**config.mk**
```make
export PLATFORM = sky130hd
export DESIGN_NAME = hpcs_regs
export DESIGN_NICKNAME = d
export VERILOG_FILES = /design/src/hpcs_pkg.sv /design/src/hpcs_sync2.sv /design/src/hpcs_sticky.sv /design/src/hpcs_regs.sv
export VERILOG_INCLUDE_DIRS = /design/src
export SDC_FILE = /design/constraint.sdc
export NUM_CORES = 1
export LEC_CHECK = 0
export BUFFER_PORTS_ARGS = -buffer_cell sky130_fd_sc_hd__buf_2
export CAP_MARGIN = 20
export CELL_PAD_IN_SITES_DETAIL_PLACEMENT = 1
export CELL_PAD_IN_SITES_GLOBAL_PLACEMENT = 1
export CORE_ASPECT_RATIO = 2
export CORE_MARGIN = 8
export CORE_UTILIZATION = 33
export DETAILED_ROUTE_END_ITERATION = 6
export PLACE_DENSITY = 0.81
export SETUP_SLACK_MARGIN = 0.15
export SLEW_MARGIN = 0
export SYNTH_ARGS = -nofsm -noshare
export SYNTH_HDL_FRONTEND = slang
export SYNTH_SLANG_ARGS = --single-unit
```
**constraint.sdc**
```tcl
create_clock -name clk -period 1.9 [get_ports clk]
set_input_delay 0.19 -clock clk [delete_from_list [all_inputs] [get_ports clk]]
set_output_delay 0.19 -clock clk [all_outputs]
set_load 0.005 [all_outputs]
```
**src/hpcs_defs.svh**
```systemverilog
// Offsets, field positions, reset values and counts of the port register bank
`ifndef HPCS_DEFS_SVH
`define HPCS_DEFS_SVH

// ==========================================================================
// Register offsets
`define HPCS_SETUP_OFF 8'h9c
`define HPCS_PORT_OFF 8'ha0
`define HPCS_IRQ_STS_OFF 8'hb0
`define HPCS_IRQ_MSK_OFF 8'hb4

// ==========================================================================
// Setup-done register fields
`define HPCS_SETUP_DONE_BIT 0

// ==========================================================================
// Port register fields
`define HPCS_TEST_MSB 19
`define HPCS_TEST_LSB 16
`define HPCS_OWNER_BIT 13
`define HPCS_POWER_BIT 12
`define HPCS_LINE_DP_BIT 11
`define HPCS_LINE_DM_BIT 10
`define HPCS_BUS_RST_BIT 8
`define HPCS_SLEEP_BIT 7
`define HPCS_RESUME_BIT 6
`define HPCS_ENABLE_BIT 2
`define HPCS_CHANGE_BIT 1
`define HPCS_PRESENT_BIT 0

// ==========================================================================
// Interrupt status fields
`define HPCS_EV_CONNECT 0
`define HPCS_EV_DISABLE 1
`define HPCS_EV_HANDOVER 2
`define HPCS_EV_NUM 3

// ==========================================================================
// Reset values
`define HPCS_SETUP_RST 1'h0
`define HPCS_OWNER_RST 1'h1
`define HPCS_TEST_RST 4'h0
`define HPCS_MSK_RST 3'h0

`endif

```
**src/hpcs_pkg.sv**
```systemverilog
// Types shared by the port register bank
package hpcs_pkg;

    // ======================================================================
    // State of the register bank, except the sticky event bits and the pin synchronisers
    typedef struct packed {
        logic setup_complete_bit;
        logic companion_routing_bit;
        logic supply_switch_on;
        logic bus_reset_drive;
        logic idle_sleep_state;
        logic resume_signal;
        logic link_enabled;
        logic connect_change;
        logic connect_present;
        logic [3:0] test_mode_select;
        logic [1:0] line_level_field;
        logic [2:0] irq_mask;
        logic [31:0] rdata;
    } hpcs_state_t;

    // ======================================================================
    // Sticky event bits
    typedef struct packed {
        logic [2:0] bits;
    } hpcs_sticky_t;

endpackage

```
**src/hpcs_sync2.sv**
```systemverilog
// Two-flop synchroniser for pin levels
`timescale 1ns/10ps
module hpcs_sync2 import hpcs_pkg::*; #(
    parameter int WIDTH = 1
) (
    input wire logic clk,
    input wire logic rst_b,
    input wire logic [WIDTH-1:0] async_in,
    output logic [WIDTH-1:0] sync_out
);

    logic [WIDTH-1:0] meta_r;
    logic [WIDTH-1:0] sync_r;

    // ======================================================================
    // First stage feeds only the second
    always_ff @(posedge clk) begin
        if (!rst_b) begin
            meta_r <= '0;
            sync_r <= '0;
        end else begin
            meta_r <= async_in;
            sync_r <= meta_r;
        end
    end

    assign sync_out = sync_r;

endmodule

```
**src/hpcs_sticky.sv**
```systemverilog
// Sticky event bits, write one to clear, set wins over clear
`timescale 1ns/10ps
module hpcs_sticky import hpcs_pkg::*; #(
    parameter int WIDTH = 3
) (
    input wire logic clk,
    input wire logic rst_b,
    input wire logic clr_all,
    input wire logic [WIDTH-1:0] set_in,
    input wire logic [WIDTH-1:0] clr_in,
    output logic [WIDTH-1:0] sticky_out
);

    logic [WIDTH-1:0] bits_r;
    logic [WIDTH-1:0] bits_nxt;

    // ======================================================================
    // Next value
    always_comb begin
        bits_nxt = (bits_r & ~clr_in) | set_in;
    end

    // ======================================================================
    // Register
    always_ff @(posedge clk) begin
        if (!rst_b || clr_all) begin
            bits_r <= '0;
        end else begin
            bits_r <= bits_nxt;
        end
    end

    assign sticky_out = bits_r;

endmodule

```
**src/hpcs_regs.sv**
```systemverilog
// Setup-done flag and root port status/control registers behind APB
//
// Summary of operation
// - Setup flag steers default port routing.
// - Port register reset by power-up or controller reset.
// - After reset: nothing connected, port disabled.
// - Port state locked until power bit set.
// - Setup flag register at 9Ch, bit 0.
// - Port register at A0h, documented field layout.
// - Flag rise clears owner; flag low forces owner.
// - Power off reads bus reset, suspend, resume, enable, change and present as zero.
// - Bus reset bit starts and ends reset.
// - Line field mirrors data line levels.
`timescale 1ns/10ps
`include "hpcs_defs.svh"
module hpcs_regs import hpcs_pkg::*; #(
    parameter int ADDR_W = 8,
    parameter bit HAS_PWR_CTL = 1'b1
) (
    input wire logic clk,
    input wire logic rst_b,
    input wire logic hc_reset,
    input wire logic psel,
    input wire logic penable,
    input wire logic pwrite,
    input wire logic [ADDR_W-1:0] paddr,
    input wire logic [31:0] pwdata,
    output logic [31:0] prdata,
    output logic pready,
    output logic pslverr,
    input wire logic dp_pin,
    input wire logic dm_pin,
    input wire logic attach_pin,
    output logic setup_complete_bit,
    output logic companion_routing_bit,
    output logic supply_switch_on,
    output logic bus_reset_drive,
    output logic idle_sleep_state,
    output logic resume_signal,
    output logic link_enabled,
    output logic [3:0] test_mode_select,
    output logic irq
);

    // ======================================================================
    // Declarations
    hpcs_state_t st_r;
    hpcs_state_t st_nxt;
    hpcs_state_t st_rst;
    logic [2:0] pins_sync;
    logic dp_s;
    logic dm_s;
    logic attach_s;
    logic [`HPCS_EV_NUM-1:0] ev_set;
    logic [`HPCS_EV_NUM-1:0] ev_clr;
    logic [`HPCS_EV_NUM-1:0] ev_sts;
    logic wr_acc;
    logic rd_setup;
    logic hit_setup;
    logic hit_port;
    logic hit_sts;
    logic hit_msk;
    logic hit_any;
    logic port_unlocked;
    logic owner_writable;
    logic [31:0] port_view;
    logic [31:0] setup_view;
    logic pr_end;
    logic disconnect;
    logic attach_edge;
    logic wr_setup;
    logic wr_port;
    logic wr_sts;
    logic wr_msk;
    logic fld_power;
    logic fld_owner;
    logic [3:0] fld_test;
    logic fld_bus_rst;
    logic fld_sleep;
    logic fld_resume;
    logic fld_enable;
    logic fld_change;

    // ======================================================================
    // Reset image
    always_comb begin
        st_rst = '0;
        // Owner is the only field that leaves reset set
        st_rst.setup_complete_bit = `HPCS_SETUP_RST;
        st_rst.companion_routing_bit = `HPCS_OWNER_RST;
        st_rst.supply_switch_on = 1'h0;
        st_rst.bus_reset_drive = 1'h0;
        st_rst.idle_sleep_state = 1'h0;
        st_rst.resume_signal = 1'h0;
        // Nothing attached until the pins say otherwise, port disabled until a bus reset ends
        st_rst.link_enabled = 1'h0;
        st_rst.connect_change = 1'h0;
        st_rst.connect_present = 1'h0;
        st_rst.test_mode_select = `HPCS_TEST_RST;
        st_rst.line_level_field = 2'h0;
        st_rst.irq_mask = `HPCS_MSK_RST;
        st_rst.rdata = 32'h0000_0000;
    end

    // ======================================================================
    // Pin synchronisers
    hpcs_sync2 #(
        .WIDTH(3)
    ) u_pin_sync (
        .clk(clk),
        .rst_b(rst_b),
        .async_in({dp_pin, dm_pin, attach_pin}),
        .sync_out(pins_sync)
    );

    assign dp_s = pins_sync[2];
    assign dm_s = pins_sync[1];
    assign attach_s = pins_sync[0];

    // ======================================================================
    // Address decode
    assign hit_setup = (paddr == ADDR_W'(`HPCS_SETUP_OFF));
    assign hit_port = (paddr == ADDR_W'(`HPCS_PORT_OFF));
    assign hit_sts = (paddr == ADDR_W'(`HPCS_IRQ_STS_OFF));
    assign hit_msk = (paddr == ADDR_W'(`HPCS_IRQ_MSK_OFF));
    assign hit_any = hit_setup | hit_port | hit_sts | hit_msk;
    assign wr_acc = psel & penable & pwrite & hit_any;
    // Read data is latched in setup so the access phase needs no wait
    assign rd_setup = psel & ~penable & ~pwrite;
    assign wr_setup = wr_acc & hit_setup;
    assign wr_port = wr_acc & hit_port;
    assign wr_sts = wr_acc & hit_sts;
    assign wr_msk = wr_acc & hit_msk;

    // ======================================================================
    // Port write fields
    assign fld_power = pwdata[`HPCS_POWER_BIT];
    assign fld_owner = pwdata[`HPCS_OWNER_BIT];
    assign fld_test = pwdata[`HPCS_TEST_MSB:`HPCS_TEST_LSB];
    assign fld_bus_rst = pwdata[`HPCS_BUS_RST_BIT];
    assign fld_sleep = pwdata[`HPCS_SLEEP_BIT];
    assign fld_resume = pwdata[`HPCS_RESUME_BIT];
    assign fld_enable = pwdata[`HPCS_ENABLE_BIT];
    assign fld_change = pwdata[`HPCS_CHANGE_BIT];

    // ======================================================================
    // Register views
    always_comb begin
        setup_view = 32'h0000_0000;
        setup_view[`HPCS_SETUP_DONE_BIT] = st_r.setup_complete_bit;
    end

    always_comb begin
        port_view = 32'h0000_0000;
        port_view[`HPCS_TEST_MSB:`HPCS_TEST_LSB] = st_r.test_mode_select;
        port_view[`HPCS_OWNER_BIT] = st_r.companion_routing_bit;
        port_view[`HPCS_POWER_BIT] = st_r.supply_switch_on;
        port_view[`HPCS_LINE_DP_BIT] = st_r.line_level_field[1];
        port_view[`HPCS_LINE_DM_BIT] = st_r.line_level_field[0];
        if (st_r.supply_switch_on) begin
            port_view[`HPCS_BUS_RST_BIT] = st_r.bus_reset_drive;
            port_view[`HPCS_SLEEP_BIT] = st_r.idle_sleep_state;
            port_view[`HPCS_RESUME_BIT] = st_r.resume_signal;
            port_view[`HPCS_ENABLE_BIT] = st_r.link_enabled;
            port_view[`HPCS_CHANGE_BIT] = st_r.connect_change;
            port_view[`HPCS_PRESENT_BIT] = st_r.connect_present;
        end
    end

    // ======================================================================
    // Write qualifiers
    // Without power control the port is always open to software
    assign port_unlocked = !HAS_PWR_CTL || st_r.supply_switch_on;
    // Owner is writable by software only while the flag is set
    assign owner_writable = st_r.setup_complete_bit;
    assign pr_end = wr_port && port_unlocked && st_r.bus_reset_drive
                    && !fld_bus_rst;
    assign disconnect = st_r.connect_present && !attach_s;
    assign attach_edge = attach_s != st_r.connect_present;

    // ======================================================================
    // Next state
    always_comb begin
        st_nxt = st_r;
        ev_set = '0;

        // Line levels follow the synchronised pins every cycle
        st_nxt.line_level_field = {dp_s, dm_s};

        // Setup-done flag
        if (wr_setup) begin
            st_nxt.setup_complete_bit = pwdata[`HPCS_SETUP_DONE_BIT];
        end

        // Port register writes
        if (wr_port) begin
            st_nxt.supply_switch_on = fld_power;
            if (owner_writable) begin
                st_nxt.companion_routing_bit = fld_owner;
            end
            if (port_unlocked) begin
                st_nxt.test_mode_select = fld_test;
                st_nxt.bus_reset_drive = fld_bus_rst;
                // Software may only disable; enabling comes from reset end
                if (!fld_enable) begin
                    st_nxt.link_enabled = 1'b0;
                end
                if (st_r.link_enabled) begin
                    st_nxt.idle_sleep_state = fld_sleep;
                end
                if (st_r.idle_sleep_state || fld_resume) begin
                    st_nxt.resume_signal = fld_resume;
                end
                // Resume finished: leave suspend
                if (st_r.resume_signal && !fld_resume) begin
                    st_nxt.idle_sleep_state = 1'b0;
                end
                if (fld_change) begin
                    st_nxt.connect_change = 1'b0;
                end
            end
        end

        // Bus reset ends: port enabled if a peripheral is still there
        if (pr_end) begin
            st_nxt.link_enabled = st_r.connect_present;
            st_nxt.idle_sleep_state = 1'b0;
            st_nxt.resume_signal = 1'b0;
        end

        // While driving reset the port is neither enabled nor suspended
        if (st_nxt.bus_reset_drive) begin
            st_nxt.link_enabled = 1'b0;
            st_nxt.idle_sleep_state = 1'b0;
        end

        // Connect tracking, set wins over a clearing write
        st_nxt.connect_present = attach_s;
        if (attach_edge) begin
            st_nxt.connect_change = 1'b1;
            ev_set[`HPCS_EV_CONNECT] = 1'b1;
        end

        // Peripheral gone: port falls back to disabled
        if (disconnect) begin
            st_nxt.link_enabled = 1'b0;
            st_nxt.idle_sleep_state = 1'b0;
            st_nxt.resume_signal = 1'b0;
            if (st_r.link_enabled) begin
                ev_set[`HPCS_EV_DISABLE] = 1'b1;
            end
        end

        // Power removed: port state collapses
        if (HAS_PWR_CTL && !st_nxt.supply_switch_on) begin
            st_nxt.link_enabled = 1'b0;
            st_nxt.idle_sleep_state = 1'b0;
            st_nxt.resume_signal = 1'b0;
            st_nxt.bus_reset_drive = 1'b0;
        end

        // Routing: flag rise hands the port over, flag low forces owner
        if (st_nxt.setup_complete_bit && !st_r.setup_complete_bit) begin
            st_nxt.companion_routing_bit = 1'b0;
            ev_set[`HPCS_EV_HANDOVER] = 1'b1;
        end
        if (!st_nxt.setup_complete_bit) begin
            st_nxt.companion_routing_bit = 1'b1;
        end

        // Interrupt mask
        if (wr_msk) begin
            st_nxt.irq_mask = pwdata[`HPCS_EV_NUM-1:0];
        end

        // Read data, unmapped addresses read zero
        if (rd_setup) begin
            st_nxt.rdata = 32'h0000_0000;
            if (hit_setup) begin
                st_nxt.rdata = setup_view;
            end
            if (hit_port) begin
                st_nxt.rdata = port_view;
            end
            if (hit_sts) begin
                st_nxt.rdata[`HPCS_EV_NUM-1:0] = ev_sts;
            end
            if (hit_msk) begin
                st_nxt.rdata[`HPCS_EV_NUM-1:0] = st_r.irq_mask;
            end
        end
    end

    // ======================================================================
    // Interrupt status
    // A clearing write never hides an event of the same cycle
    always_comb begin
        ev_clr = '0;
        if (wr_sts) begin
            ev_clr = pwdata[`HPCS_EV_NUM-1:0];
        end
    end

    hpcs_sticky #(
        .WIDTH(`HPCS_EV_NUM)
    ) u_events (
        .clk(clk),
        .rst_b(rst_b),
        .clr_all(hc_reset),
        .set_in(ev_set),
        .clr_in(ev_clr),
        .sticky_out(ev_sts)
    );

    // ======================================================================
    // State register
    // Aux-well reset: power-up reset or controller reset, nothing else
    always_ff @(posedge clk) begin
        if (!rst_b || hc_reset) begin
            st_r <= st_rst;
        end else begin
            st_r <= st_nxt;
        end
    end

    // ======================================================================
    // Outputs
    assign prdata = st_r.rdata;
    assign pready = 1'b1;
    assign pslverr = psel & penable & ~hit_any;
    assign irq = |(ev_sts & st_r.irq_mask);
    assign setup_complete_bit = st_r.setup_complete_bit;
    assign companion_routing_bit = st_r.companion_routing_bit;
    assign supply_switch_on = st_r.supply_switch_on;
    assign bus_reset_drive = st_r.bus_reset_drive;
    assign idle_sleep_state = st_r.idle_sleep_state;
    assign resume_signal = st_r.resume_signal;
    assign link_enabled = st_r.link_enabled;
    assign test_mode_select = st_r.test_mode_select;

endmodule

```
### Word level (Yosys, flattened, before mapping)

Cells that the tools add are included.

| operators by class | value |
|---|---|
| equal/unequal tests | 6 |
| bitwise logic cells | 22 |
| multiplexer cells | 23 |
| reduce and logical (&&, ||, !) cells | 33 |

Operators by type and width:

| operator | number |
|---|---|
| $eq A8 B8 Y1 const B | 4 |
| $mux W32 | 1 |
| $reduce_bool A2 Y1 | 8 |
| $mux W1 | 15 |
| $mux W3 | 5 |
| $reduce_and A3 Y1 | 4 |
| $and A1 B1 Y1 | 10 |
| $reduce_or A4 Y1 | 2 |
| $mux W7 | 1 |
| $and A3 B3 Y3 | 2 |
| $logic_and A1 B1 Y1 | 6 |
| $logic_not A1 Y1 | 5 |
| $mux W5 | 1 |
| $not A1 Y1 | 5 |
| $reduce_or A5 Y1 | 1 |
| $reduce_and A2 Y1 | 2 |
| $reduce_or A2 Y1 | 2 |
| $not A3 Y3 | 1 |
| $or A1 B1 Y1 | 3 |
| $or A3 B3 Y3 | 1 |
| $reduce_or A3 Y1 | 1 |
| $logic_or A1 B1 Y1 | 2 |
| $ne A2 B1 Y1 const B | 1 |
| $ne A1 B1 Y1 | 1 |

| word-level totals | value |
|---|---|
| output and inout port bits | 46 |
| logic and storage cells | 100 |
| register bits after elaboration | 59 |
| input bits | 49 |

### Longest topological paths before layout

| depth | value |
|---|---|
| word-level depth | 11 |
| mapped depth | 6 |

### Cells and area by module

Synthesis repeated with hierarchy kept, for this count alone.

| unflattened totals | value |
|---|---|
| cells, all modules | 234 |
| area total of the unflattened synthesis | 2087.0 um^2 |

Modules (own cells, without submodules):

| module | instances | area each (um^2) | cells each | sequential area each (um^2) |
|---|---|---|---|---|
| hpcs_regs | 1 | 1818.0 | 209 | 640.6 |
| hpcs_sync2 | 1 | 157.7 | 12 | 120.1 |
| hpcs_sticky | 1 | 111.4 | 13 | 60.1 |

### Worst setup path before layout

Ideal clock, no wire load.

| timing | value |
|---|---|
| path kind | in2reg |
| from | input port paddr[2] |
| to | register st_r (netlist bit idle_sleep_state) |
| stages on the path | 6 |
| path slack | 261 ps |
| arrival | 1560 ps |
| data required time | 1821 ps |
| setup time | 79 ps |
| buffers on the path | 2 |
| path through | buf_2 -> or4b_4 -> nor3_4 -> buf_6 -> nand4_2 -> a211oi_2 |

| on the way | value |
|---|---|
| longest elaborated chain between the ends | 10 |
| elaborated cells between the ends (all ways) | 16 |
| those cells by class | eq/ne (4); mux (1); bitwise (6); reduce/logical (5) |

RTL lines:

| what | RTL line | text |
|---|---|---|
| start: declaration | hpcs_regs.sv:26 | `input wire logic [ADDR_W-1:0] paddr,` |
| $eq A8 B8 Y1, on equally long branches | hpcs_regs.sv:122, hpcs_regs.sv:123 |  |
| $or A1 B1 Y1 (3 in series) | hpcs_regs.sv:126 | `assign hit_any = hit_setup \| hit_port \| hit_sts \| hit_msk;` |
| $and A1 B1 Y1 | hpcs_regs.sv:127 | `assign wr_acc = psel & penable & pwrite & hit_any;` |
| $and A1 B1 Y1 * | hpcs_regs.sv:131 | `assign wr_port = wr_acc & hit_port;` |
| $logic_and A1 B1 Y1 (2 in series) | hpcs_regs.sv:176 | `assign pr_end = wr_port && port_unlocked && st_r.bus_reset_drive` |
| $logic_and A1 B1 Y1 | hpcs_regs.sv:177 | `&& !fld_bus_rst;` |
| $reduce_or A5 Y1 (no source line) | -- |  |
| end signal: assignment | hpcs_regs.sv:320 | `st_r <= st_rst;` |
| end signal: assignment | hpcs_regs.sv:322 | `st_r <= st_nxt;` |
| end: declaration | hpcs_regs.sv:47 | `hpcs_state_t st_r;` |

Every way passes the cells marked *; elsewhere a longest branch is shown, timed or not. The select of a mux whose other input is x is not followed.
A chain may end at the register's enable or synchronous reset.

### Worst setup path in the final report

| timing | value |
|---|---|
| from | input port paddr[6] |
| to | register st_r[33] (netlist name) |

| on the way | value |
|---|---|
| longest elaborated chain between the ends | 6 |
| elaborated cells between the ends (all ways) | 9 |
| those cells by class | eq/ne (4); bitwise (5) |

RTL lines:

| what | RTL line | text |
|---|---|---|
| $eq A8 B8 Y1, on equally long branches | hpcs_regs.sv:122, hpcs_regs.sv:123 |  |
| $or A1 B1 Y1 (3 in series) | hpcs_regs.sv:126 |  |
| $and A1 B1 Y1 | hpcs_regs.sv:127 |  |
| $and A1 B1 Y1 * | hpcs_regs.sv:133 | `assign wr_msk = wr_acc & hit_msk;` |

Every way passes the cells marked *; elsewhere a longest branch is shown, timed or not.

==> impl_metrics.csv <==
group,metric,value,unit
grt,grt_max_degree,17,
critical_path,crit_chain,"buf_2 -> or4b_1 -> buf_4 -> nor4_4 -> nand3_1 -> o21ai_1",
logic_synthesis,ys.flop_type,"dfxtp_1",
logic_synthesis,synth_top_family_by_area,"simple AND/OR/NAND/NOR gates",
outcome,status,"finished clean",
floorplanning,rows,41,
placement,post_dp_cell_area,2302,um2
critical_path,crit_arrival,1830,ps
min_path,min_path_type,"in -> reg",
floorplanning,io_pins,95,
clock_network,clkSinkCount,41,
sta,whs,113.5,ps
logic_synthesis,yosysMostFrequentCell,"dfxtp_1",
logic_synthesis,synth_commonest_cells,"dfxtp_1, buf_4, a21oi_1",
grt,grt_pass1_vias,1998,
critical_path,crit_fanout,6,
sta,period_minus_slack,1613,ps
power,p_leak,0.001059,uW
power,p_per_area,841.5,nW/um2
logic_synthesis,syn_avg_cell_area,8.812,um2
final_layout,drive_gt1_share,30.39,%
critical_path,crit_required,2110,ps
placement,post-dp-hpwl,4572,um
logic_synthesis,netlist_instances,235,
clock_network,clk_latency,280,ps
detailed_routing,drc,0,
final_layout,multi_input_area,958.4,um2
final_layout,antenna_cells,0,
final_layout,nets,332,
floorplanning,die_area,9220,um2
clock_network,clk_pin_slew,60,ps
logic_synthesis,synth-async-reset-ratio,0,%
detailed_routing,wire_per_inst,15.67,um
power,irDropWorstVdd,575.7,uV
logic_synthesis,synth_top_area_share,39.64,%
clock_network,htreeDepth,2,
logic_synthesis,synthTopCellsByArea,"dfxtp_1, buf_4, a21oi_1",
critical_path,end_kind,"flip-flop",
logic_synthesis,synth-simple-area-share,24.53,%
detailed_routing,vias,1811,
detailed_routing,drtIter0Drc,90,
logic_synthesis,synthXorXnorAreaFrac,0,%
logic_synthesis,synthMuxAreaShare,2.417,%
logic_synthesis,yosys.area.top_type,"dfxtp_1",
clock_network,cts_buffers,5,
floorplanning,core_area,6207,um2
clock_network,root_buffer,"clkbuf_16",
final_layout,final_core_util,40.21,%
detailed_routing,vias_per_cell,4.908,
critical_path,crit_path_top_delay_cell,"or4b_1",
sta,setup_viol,0,
logic_synthesis,ys_ff_latch,41,
sta,rsz0062_at_grt,"false",
logic_synthesis,synth_compound_area_share,15.29,%
final_layout,fillers,765,
placement,place.gp.congestion,0.7681,
logic_synthesis,synth-adder-area-share,0.6042,%
grt,antenna_found_initial,0,
placement,place_ws,-19.57,ps
placement,dpl.cell_count,361,
critical_path,worstSetupPathType,"in -> reg",
final_layout,layoutNonFillerInstCount,369,
grt,grt_usage,13.19,%
clock_network,post_cts_buffers,0,
grt,grt_pass1_wl,9708,um
placement,port_buffers,55,
clock_network,ctsHoldBuffers,0,
detailed_routing,firstDrtPassIters,4,
final_layout,design_area,2496,um2
floorplanning,start_util,33.36,%
logic_synthesis,yosysUniqueCellTypes,44,
logic_synthesis,syn_area,2071,um2
clock_network,tritoncts,"done",
final_layout,layout.area.seq,820.8,um2
logic_synthesis,ys_seq_area_share,39.64,%
sta,slew_viol_final,0,
sta,setup_slack,286.9,ps
floorplanning,die_x,72.02,um
critical_path,crit_path_start_kind,"input pin",
detailed_routing,ant_nets,0,
logic_synthesis,synth_edf_count,0,
logic_synthesis,yosys_warnings,0,
sta,final_hold_viol_count,0,
sta,min_period_over_period,84.90,%
floorplanning,fp.dieH,128.0,um
flow_run,cap_violations,0,
final_layout,synthToLayoutAreaGrowth,20.54,%
grt,overflow,0,
detailed_routing,wl,5781,um
clock_network,cts_resized,0,
sta,clock-skew-final,6.520,ps
sta,fmax,619.9,MHz
clock_network,clk_path_buf_depth,2,
critical_path,slowest_delay,690,ps
[power by group]
group	total, uW	internal [uW]	leakage [uW]	switching, uW
clock	1100	757	0.0000944	346
sequential	872	869	0.000332	3.18
combinational	125	49.3	0.000633	76.0
total	2100	1680	0.00106	425
[layout by cell type (no fill, tap or decap), types with 2 or more instances in the layout]
cell type | synthesis | layout
nand4_1 | 4 | 4
o21ai_1 | 8 | 8
a22oi_1 | 7 | 7
buf_2 | 2 | 55
nor2b_1 | 4 | 4
dfxtp_1 | 41 | 41
nand3b_1 | 2 | 2
nand2b_1 | 3 | 3
nor3_2 | 2 | 2
a21oi_1 | 19 | 19
buf_4 | 37 | 12
conb_1 | 2 | 19
bufinv_16 | 0 | 2
mux2i_1 | 5 | 5
nor3_1 | 2 | 2
and4_1 | 2 | 2
nor4b_2 | 2 | 2
nand3_1 | 11 | 11
clkbuf_16 | 0 | 5
nor2_1 | 12 | 12
and2_1 | 8 | 8
inv_1 | 8 | 8
or3b_1 | 2 | 2
o21ai_0 | 7 | 7
nand2_1 | 17 | 17
a31oi_1 | 4 | 4
[state kept, by name, indices dropped and copies added, names as in the netlist]
signal,flops
u_pin_sync.meta_r,3
resume_signal,1
u_events.sticky_out,3
companion_routing_bit,1
port_view,2
supply_switch_on,1
u_pin_sync.sync_out,3
bus_reset_drive,1
st_r,5
setup_complete_bit,1
link_enabled,1
prdata,14
idle_sleep_state,1
test_mode_select,4
[logic make-up after synthesis]
| logic type | Yosys count |
|---|---|
| other | 2 |
| buffers and inverters | 53 |
| AOI/OAI and AO/OA | 52 |
| muxes | 5 |
| and+or+nand+nor | 81 |
| adders and majority gates | 1 |
| DFF | 41 |
[cell type report]
| class | count | share of cell area [%] |
|---|---|---|
| flip-flops and latches | 41 | 32.88 |
| repair buffers | 68 | 15.44 |
| clock buffers | 5 | 5.013 |
| inverters | 8 | 1.203 |
| well taps | 86 | 4.311 |
| clock inverters | 3 | 2.757 |
| multi-input cells | 158 | 38.40 |
[critical path: cells and delay by family]
family,cells,cell delay [ps]
AOI/OAI and AO/OA,1,90
buffers and inverters,2,340
and+or+nand+nor,3,1210
[layer usage]
metal	routed length (um)	GRT usage [%]	vias up	share of wire (%)
met3	439	4.624	8	7.6
met4	80	4.727	0	1.4
li1	-	-	857	-
met2	2966	23.16	59	51
met5	0	0	-	0
met1	2293	13.91	887	40
[metrics by stage]
stage	TNS, ps	power (uW)
detailed placement	-48.67	1016
global route	0	2164
global placement	0	1009
CTS	0	2116
finish	0	2101
floorplan	0	980.6
[path summary, 6_finish.rpt]
kind                   startpoint                     end  slack (ps)  depth (start not counted)
min reg2reg  u_pin_sync.meta_r[0]  u_pin_sync.sync_out[0]         440                          1
max                      paddr[6]                st_r[33]         290                          6
min                    attach_pin    u_pin_sync.meta_r[0]         110                          2
max reg2reg              st_r[41]        idle_sleep_state         680                          3
Note: power is estimated with default switching activity, not from simulation.
